<file path="config.mk">
export PLATFORM = sky130hd
export DESIGN_NAME = acpc_config_pin_ctrl
export DESIGN_NICKNAME = d
export VERILOG_FILES = /design/src/acpc_config_pin_ctrl.v
export VERILOG_INCLUDE_DIRS = /design/src /design/src/src
export SDC_FILE = /design/constraint.sdc
export NUM_CORES = 1
export LEC_CHECK = 0
export CAP_MARGIN = 20
export CORE_ASPECT_RATIO = 2
export CORE_MARGIN = 5
export CORE_UTILIZATION = 50
export CTS_CLUSTER_SIZE = 25
export DETAILED_ROUTE_END_ITERATION = 16
export DONT_BUFFER_PORTS = 1
export PLACE_DENSITY = 0.71
export SLEW_MARGIN = 20
export SYNTH_ARGS = -nofsm -noshare
export SYNTH_HDL_FRONTEND = slang
export SYNTH_SLANG_ARGS = --single-unit
</file>
<file path="constraint.sdc">
create_clock -name CORE_CLK -period 2.27 [get_ports CORE_CLK]
set_input_delay 0.3405 -clock CORE_CLK [delete_from_list [all_inputs] [get_ports CORE_CLK]]
set_output_delay 0.3405 -clock CORE_CLK [all_outputs]
set_load 0.005 [all_outputs]
</file>
<file path="src/acpc_regs.vh">
/*
 * Register map and field layout of the converter configuration and
 * analog pin control block. Included by the design file by bare name.
 */
`ifndef ACPC_REGS_VH
`define ACPC_REGS_VH

`define ACPC_ADDR_W          2
`define ACPC_OFS_CONFIG      2'h0
`define ACPC_OFS_PIN_LOW     2'h1
`define ACPC_OFS_PIN_MID     2'h2
`define ACPC_OFS_STATUS      2'h3

`define ACPC_BIT_LOW_POWER   7
`define ACPC_DIV_HI          6
`define ACPC_DIV_LO          5
`define ACPC_BIT_LONG_SMP    4
`define ACPC_MODE_HI         3
`define ACPC_MODE_LO         2
`define ACPC_CLK_HI          1
`define ACPC_CLK_LO          0

`define ACPC_MODE_8BIT       2'h0
`define ACPC_MODE_10BIT      2'h2
`define ACPC_SRC_BUS         2'h0
`define ACPC_SRC_BUS_HALF    2'h1
`define ACPC_SRC_ALT         2'h2
`define ACPC_SRC_ASYNC       2'h3

`define ACPC_RST_CONFIG      8'h00
`define ACPC_RST_PINS        8'h00

`endif

</file>
<file path="src/acpc_config_pin_ctrl.v">
/*
 * Converter configuration register, two analog pin control registers,
 * the converter clock source mux and divider, and the pin override
 * outputs toward the port logic.
 * Assumes a plain one-cycle register port on CORE_CLK, and that the
 * alternate and async converter clocks arrive as enables synchronous
 * to CORE_CLK.
 */
// Added by the designer: the placing of the registers and the address-and-strobe port.
`timescale 1ns/10ps
`default_nettype none
`include "acpc_regs.vh"

module acpc_config_pin_ctrl #(
   parameter NUM_CH = 16
) (
   input  wire                   CORE_CLK,
   input  wire                   SRST,
   input  wire [`ACPC_ADDR_W-1:0] ADDR,
   input  wire [7:0]             WDATA,
   input  wire                   WR,
   input  wire                   RD,
   output wire [7:0]             RDATA,
   input  wire                   ALT_CLK_EN,
   input  wire                   ASYNC_CLK_EN,
   output wire                   CONV_CLK_EN,
   output wire                   LOW_POWER,
   output wire                   LONG_SAMPLE,
   output wire                   MODE_10BIT,
   output wire                   MODE_RESERVED,
   output wire [1:0]             CLK_SOURCE,
   output wire                   RESULT_INVALIDATE,
   input  wire                   RESULT_CAPTURED,
   input  wire [NUM_CH-1:0]      PORT_OUT,
   input  wire [NUM_CH-1:0]      PORT_OE,
   input  wire [NUM_CH-1:0]      PORT_PULLUP,
   input  wire [NUM_CH-1:0]      PIN_IN,
   output wire [NUM_CH-1:0]      PIN_OUT,
   output wire [NUM_CH-1:0]      PIN_OE,
   output wire [NUM_CH-1:0]      PIN_PULLUP,
   output wire [NUM_CH-1:0]      PIN_IN_EN,
   output wire [NUM_CH-1:0]      PORT_IN,
   output wire [NUM_CH-1:0]      ANALOG_SEL
);

   reg  [7:0]        config_q;
   reg  [7:0]        config_d;
   reg  [7:0]        pin_low_q;
   reg  [7:0]        pin_low_d;
   reg  [7:0]        pin_mid_q;
   reg  [7:0]        pin_mid_d;
   reg  [7:0]        rdata_q;
   reg  [7:0]        rdata_d;
   reg               res_valid_q;
   reg               res_valid_d;
   reg               inval_q;
   reg               half_q;
   reg  [2:0]        div_cnt_q;
   reg  [2:0]        div_cnt_d;
   reg               conv_tick_q;
   reg               conv_tick_d;
   reg               src_tick;
   reg  [2:0]        div_mask;
   wire [15:0]       pins_all;
   wire              wr_cfg;
   wire              mode_chg;
   wire              div_wrap;

   assign wr_cfg   = WR && (ADDR == `ACPC_OFS_CONFIG);
   // Only an actual change of the width field invalidates results
   assign mode_chg = wr_cfg &&
      (WDATA[`ACPC_MODE_HI:`ACPC_MODE_LO] != config_q[`ACPC_MODE_HI:`ACPC_MODE_LO]);

   // Register writes; index 3 is read-only status, writes there are dropped
   always @* begin
      config_d  = config_q;
      pin_low_d = pin_low_q;
      pin_mid_d = pin_mid_q;
      if (WR) begin
         case (ADDR)
            `ACPC_OFS_CONFIG:  config_d  = WDATA;
            `ACPC_OFS_PIN_LOW: pin_low_d = WDATA;
            `ACPC_OFS_PIN_MID: pin_mid_d = WDATA;
            default: ;
         endcase
      end
   end

   always @(posedge CORE_CLK) begin
      if (SRST) begin
         config_q  <= `ACPC_RST_CONFIG;
         pin_low_q <= `ACPC_RST_PINS;
         pin_mid_q <= `ACPC_RST_PINS;
      end else begin
         config_q  <= config_d;
         pin_low_q <= pin_low_d;
         pin_mid_q <= pin_mid_d;
      end
   end

   // Result validity: a new capture wins over invalidation in same cycle
   always @* begin
      res_valid_d = res_valid_q;
      if (RESULT_CAPTURED)
         res_valid_d = 1'b1;
      else if (mode_chg)
         res_valid_d = 1'b0;
   end

   always @(posedge CORE_CLK) begin
      if (SRST) begin
         res_valid_q <= 1'b0;
         inval_q     <= 1'b0;
      end else begin
         res_valid_q <= res_valid_d;
         inval_q     <= mode_chg;
      end
   end

   // Readback; status shows result validity and width legality
   // Idle read data is zero so a stale value never looks like a read
   always @* begin
      rdata_d = 8'h00;
      if (RD) begin
         case (ADDR)
            `ACPC_OFS_CONFIG:  rdata_d = config_q;
            `ACPC_OFS_PIN_LOW: rdata_d = pin_low_q;
            `ACPC_OFS_PIN_MID: rdata_d = pin_mid_q;
            `ACPC_OFS_STATUS:  rdata_d = {6'h00, MODE_RESERVED, res_valid_q};
            default:           rdata_d = 8'h00;
         endcase
      end
   end

   always @(posedge CORE_CLK) begin
      if (SRST)
         rdata_q <= 8'h00;
      else
         rdata_q <= rdata_d;
   end

   assign RDATA             = rdata_q;
   assign LOW_POWER         = config_q[`ACPC_BIT_LOW_POWER];
   assign LONG_SAMPLE       = config_q[`ACPC_BIT_LONG_SMP];
   assign MODE_10BIT        =
      (config_q[`ACPC_MODE_HI:`ACPC_MODE_LO] == `ACPC_MODE_10BIT);
   // Reserved encodings are flagged, not remapped; software must avoid them
   assign MODE_RESERVED     = config_q[`ACPC_MODE_LO];
   assign CLK_SOURCE        = config_q[`ACPC_CLK_HI:`ACPC_CLK_LO];
   assign RESULT_INVALIDATE = inval_q;

   // Source select as enable ticks: avoids gating clocks in logic
   always @* begin
      case (CLK_SOURCE)
         `ACPC_SRC_BUS:      src_tick = 1'b1;
         `ACPC_SRC_BUS_HALF: src_tick = half_q;
         `ACPC_SRC_ALT:      src_tick = ALT_CLK_EN;
         `ACPC_SRC_ASYNC:    src_tick = ASYNC_CLK_EN;
         default:            src_tick = 1'b1;
      endcase
   end

   always @* begin
      case (config_q[`ACPC_DIV_HI:`ACPC_DIV_LO])
         2'h0:    div_mask = 3'h0;
         2'h1:    div_mask = 3'h1;
         2'h2:    div_mask = 3'h3;
         2'h3:    div_mask = 3'h7;
         default: div_mask = 3'h0;
      endcase
   end

   // Divider: one converter tick per 1, 2, 4 or 8 source ticks
   // Counter free-runs, so the first tick after a divide change may come early
   assign div_wrap = ((div_cnt_q & div_mask) == div_mask);

   always @* begin
      div_cnt_d   = div_cnt_q;
      conv_tick_d = src_tick && div_wrap;
      if (src_tick)
         div_cnt_d = div_cnt_q + 3'h1;
   end

   always @(posedge CORE_CLK) begin
      if (SRST) begin
         half_q      <= 1'b0;
         div_cnt_q   <= 3'h0;
         conv_tick_q <= 1'b0;
      end else begin
         half_q      <= ~half_q;
         div_cnt_q   <= div_cnt_d;
         conv_tick_q <= conv_tick_d;
      end
   end

   assign CONV_CLK_EN = conv_tick_q;

   assign pins_all   = {pin_mid_q, pin_low_q};
   assign ANALOG_SEL = pins_all[NUM_CH-1:0];

   // Port override per channel while the pin serves as analog input
   genvar ch;
   generate
      for (ch = 0; ch < NUM_CH; ch = ch + 1) begin : g_pin
         assign PIN_OUT[ch]    = PORT_OUT[ch] & ~ANALOG_SEL[ch];
         assign PIN_OE[ch]     = PORT_OE[ch] & ~ANALOG_SEL[ch];
         assign PIN_PULLUP[ch] = PORT_PULLUP[ch] & ~ANALOG_SEL[ch];
         assign PIN_IN_EN[ch]  = ~ANALOG_SEL[ch];
         assign PORT_IN[ch]    = PIN_IN[ch] & ~ANALOG_SEL[ch];
      end
   endgenerate

endmodule
`default_nettype wire

</file>
# Word-level counts from Yosys, hierarchy flattened
# Index checks and enable logic that the tools add are counted.
# totals
in_bits	81
ff_bits	39
# op_classes
n_addsub	1
n_reduce_logical	11
n_bitwise	83
n_eq_ne	12
muxes	5
# op_table
cell	count
1-bit AND	64
8-bit one-hot mux with 4 select lines	1
1-bit inverter	18
2-bit equality test (second input constant)	7
3-bit one-hot mux with 4 select lines	1
2-bit by 1-bit equality test with 1-bit output (second input constant)	3
2-bit logical NOT	3
2-bit AND reduction	3
1-bit one-hot mux with 4 select lines	1
3-bit by 1-bit adder with 3-bit output (second input constant)	1
3-bit AND	1
3-bit equality test	1
1-bit logical AND	3
1-bit 2-to-1 mux	2
2-bit inequality test	1
2-bit nonzero test	1
2-bit OR reduction	1

# Logic depth before layout (Yosys ltp)
# logic_depth
word_depth	5
ltp_mapped	5
depth_no_buf	4

# Worst setup path after synthesis
# Ideal clock, no wire load.
# synth_path
kind	input -> register
from	in WR
to	reg inval_q (netlist: RESULT_INVALIDATE)
setup_time_ns	0.114
t_required_ns	2.156
arrival_time_ns	1.093
path_buffers	2
path_stages	5
slack_ns	1.063
path_cell_list	buf_4 -> nor3b_2 -> buf_4 -> a21boi_2 -> and2b_1
# synth_between
elab_chain_cells	2
# synth_lines
item	line	text
start, declared	acpc_config_pin_ctrl.v:21	input wire WR,
1-bit logical AND	acpc_config_pin_ctrl.v:69	assign wr_cfg = WR && (ADDR == `ACPC_OFS_CONFIG);
1-bit logical AND	acpc_config_pin_ctrl.v:71	assign mode_chg = wr_cfg &&
end signal, assigned	acpc_config_pin_ctrl.v:116	inval_q <= mode_chg;
end, declared	acpc_config_pin_ctrl.v:56	reg inval_q;
# No other way between the ends.
# A chain may end at the register's enable or synchronous reset.

# Worst setup path in the final report
# layout_path
from	reg config_q[1]
to	reg div_cnt_q[0]
# layout_between
elab_chain_cells	2
elab_cells_between_ends	5
# layout_lines
item	line	text
start, declared	acpc_config_pin_ctrl.v:46	reg [7:0] config_q;
start signal, assigned	acpc_config_pin_ctrl.v:91	config_q <= `ACPC_RST_CONFIG;
start signal, assigned	acpc_config_pin_ctrl.v:95	config_q <= config_d;
2-bit equality test (tied with other cells)	acpc_config_pin_ctrl.v:154	case (CLK_SOURCE)
1-bit one-hot mux with 4 select lines *	acpc_config_pin_ctrl.v:154	
end signal, assigned	acpc_config_pin_ctrl.v:191	div_cnt_q <= div_cnt_d;
end, declared	acpc_config_pin_ctrl.v:58	reg [2:0] div_cnt_q;
# Mark *: on every way between the ends. The rest lies on a longest branch, timed or not.

==> impl_metrics.env <==
export IMPL_vias=1637
export IMPL_critPathArrivalTime_ns=1.50
export IMPL_initial_core_util=0.514
export IMPL_reg2reg_to="div_cnt_q[0]"
export IMPL_cts_max_level=2
export IMPL_clk_pin_slew_ns=0.08
export IMPL_cts_tree="built"
export IMPL_diodes=0
export IMPL_p_leak_nw=0.892
export IMPL_min_delay_start="SRST"
export IMPL_synth_seq_cells=39
export IMPL_numClockSinks=39
export IMPL_final_cell_area_um2=2170
export IMPL_worst_r2r_setup_slack_ns=0.95
export IMPL_overflow=0
export IMPL_clkLatencyLatePin_ns=0.29
export IMPL_antenna_left=0
export IMPL_crit_required_ns=2.46
export IMPL_grt_pass1_wl_um=8020
export IMPL_hold_buffers=0
export IMPL_port_buffers=0
export IMPL_p_per_area_nw_per_um2=627
export IMPL_synth_compound_area_share=0.0584
export IMPL_syn_to_final_growth_pct=3.16
export IMPL_fin_skew_ns=0.00504
export IMPL_grt_pass1_vias=1619
export IMPL_cts_buffer_depth=2
export IMPL_synth_cell_types=28
export IMPL_hold_path_endpoint="pin_mid_q[0]"
export IMPL_maxCapViolations=0
export IMPL_place_area_um2=2080
export IMPL_period_needed_ns=1.32
export IMPL_routedWlPerCell_um=19.2
export IMPL_post_route_period_util=0.580
export IMPL_synth_warnings=0
export IMPL_tns_ns=0
export IMPL_hold_path_depth=1
export IMPL_globalplace_congestion=0.767
export IMPL_rr_worst_depth=3
export IMPL_peakVddDrop_uv=596
export IMPL_seq_area_frac_synth=0.372
export IMPL_cts_resized_gates=0
export IMPL_dp_hpwl_um=4540
export IMPL_nets=320
export IMPL_post_cts_buffers=0
export IMPL_rsz0062_at_grt="no"
export IMPL_synth_nets=325
export IMPL_synth_simple_area_share=0.323
export IMPL_vias_per_cell=5.63
export IMPL_wl_um=5590
export IMPL_postSynthAreaPerCell_um2=8.65
export IMPL_dieArea_um2=5680
export IMPL_slew_headroom=0.574
export IMPL_synth_xor_area_frac=0.00834
export IMPL_drive_gt1_frac=0.0669
export IMPL_synth_top_family_by_area="simple AND/OR/NAND/NOR gates"
export IMPL_antenna_found_initial=0
export IMPL_cts_buffers=5
export IMPL_num_io_pins=193
export IMPL_status="complete, no violations"
export IMPL_grt_usage=0.177
export IMPL_worstReg2RegStart="config_q[1]"
export IMPL_syn_area_um2=2100
export IMPL_hold_path_class="in2reg"
export IMPL_pre_cts_ws_ns=0.896
export IMPL_coreArea_um2=4090
export IMPL_worst_slew_pin_transition_ns=0.636
export IMPL_grt_max_degree=37
export IMPL_cp_end_kind="flip-flop"
export IMPL_setup_viol=0
export IMPL_startpoint_type="flip-flop"
export IMPL_cp_max_fo=5
export IMPL_synth_mux_area_frac=0.156
export IMPL_placementRows=33
export IMPL_die_x_um=55.8
export IMPL_synth_fa_ha_area_frac=0.00596
export IMPL_finalHoldViolCount=0
export IMPL_remaining_drc_errors=0
export IMPL_dr_pass1_iters=4
export IMPL_cts_root_buffer="clkbuf_8"
export IMPL_drt_iter0_drc=55
export IMPL_layout_setup_ws_ns=0.954
export IMPL_max_freq_mhz=760
export IMPL_die_h_um=102
export IMPL_critPathKind="reg2reg"
export IMPL_syn_inst=243
export IMPL_drv_slew=0
worst max-delay path by stage:
| stage | depth (start not counted) | slack [ns] | end | from |
|---|---|---|---|---|
| 2_1_floorplan | 5 | 1.06 | RESULT_INVALIDATE | WR |
| 3_3_place_gp | 4 | 0.94 | res_valid_q | ADDR[0] |
| 3_5_place_dp | 4 | 0.90 | res_valid_q | ADDR[0] |
| 4_1_cts | 3 | 0.94 | div_cnt_q[0] | config_q[1] |
| 5_1_grt | 3 | 0.87 | div_cnt_q[0] | config_q[1] |
| 6_report | 3 | 0.95 | div_cnt_q[0] | config_q[1] |
cell families after synthesis:
logic type	after synthesis
muxes	30
buffers and inverters	32
DFF	39
and+or+nand+nor	121
adders and majority gates	1
AOI/OAI and AO/OA	18
xor gates and xnor gates	2
per-stage QoR:
step / power [mW] / cells / hold WS [ns] / utilization
floorplan: 0.918 / 243 / 0.392 / -
detailed placement: 0.932 / 283 / 0.402 / 0.510
CTS: 1.37 / 291 / 0.105 / 0.530
global route: 1.42 / 291 / 0.0994 / 0.530
global placement: 0.930 / 283 / 0.401 / 0.510
finish: 1.36 / 291 / 0.120 / 0.530
placed cells by master, fill, tap and decap left out, drive strengths merged:
master	instances
nor3b	2
buf	1
mux4	2
dfxtp	39
nand3	6
o21ai	1
ha	1
a211oi	1
nor2	28
nand2	7
nand3b	2
mux2	2
and3	1
clkbuf	5
o22ai	1
nor2b	69
a2bb2oi	6
nand2b	4
a21boi	1
xnor2	2
mux2i	26
a21oi	8
clkinv	3
and2b	2
inv	19
synth_stat cells, drive strengths merged:
cell type  count  area share
buf           11       0.039
nand3b         2      0.0089
nor2b         69        0.21
nor2          28       0.050
o21ai          1      0.0024
ha             1      0.0060
inv           19       0.034
and2b          2      0.0071
nand2          7       0.013
nor3b          2      0.0095
a211oi         1      0.0036
xnor2          2      0.0083
o22ai          1      0.0030
and3           1      0.0030
mux4           2       0.021
a21boi         1      0.0054
mux2i         26        0.12
nand2b         4       0.012
a21oi          8       0.019
mux2           2       0.011
a2bb2oi        6       0.025
dfxtp         39        0.37
clkbuf         2      0.0036
nand3          6       0.014
final cells by class:
type                            instances  area, um2
Multi-Input combinational cell        172       1160
Timing Repair Buffer                    1       7.51
Sequential cell                        39        781
Clock buffer                            5       68.8
Clock inverter                          3       15.0
Fill cell                             388       1920
Inverter                               19       71.3
Tap cell                               52       65.1
power by group:
group | leakage, nW | total (mW) | switching (mW) | internal, mW
Clock | 0.0477 | 0.448 | 0.238 | 0.210
Combinational | 0.527 | 0.163 | 0.0797 | 0.0838
Sequential | 0.318 | 0.748 | 0.0371 | 0.711
critical path: stages, from the launching register on:
cell     delay, ns
dfxtp_1       0.43
mux2i_1       0.12
a21oi_1       0.28
mux2_2        0.37
state kept, by name (all words and copies together), names as in the netlist:
| signal | flops |
|---|---|
| pin_mid_q | 8 |
| RESULT_INVALIDATE | 1 |
| pin_low_q | 8 |
| div_cnt_q | 3 |
| half_q | 1 |
| res_valid_q | 1 |
| config_q | 8 |
| RDATA | 8 |
| CONV_CLK_EN | 1 |
routing by layer:
| metal | routed length (um) | part of all wire | global-route usage |
|---|---|---|---|
| met5 | 0 | 0 | 0 |
| met4 | 76 | 0.014 | 0.0512 |
| met3 | 601 | 0.11 | 0.0740 |
| met2 | 2860 | 0.51 | 0.296 |
| met1 | 2050 | 0.37 | 0.209 |
Note: power is estimated with default switching activity, not from simulation.
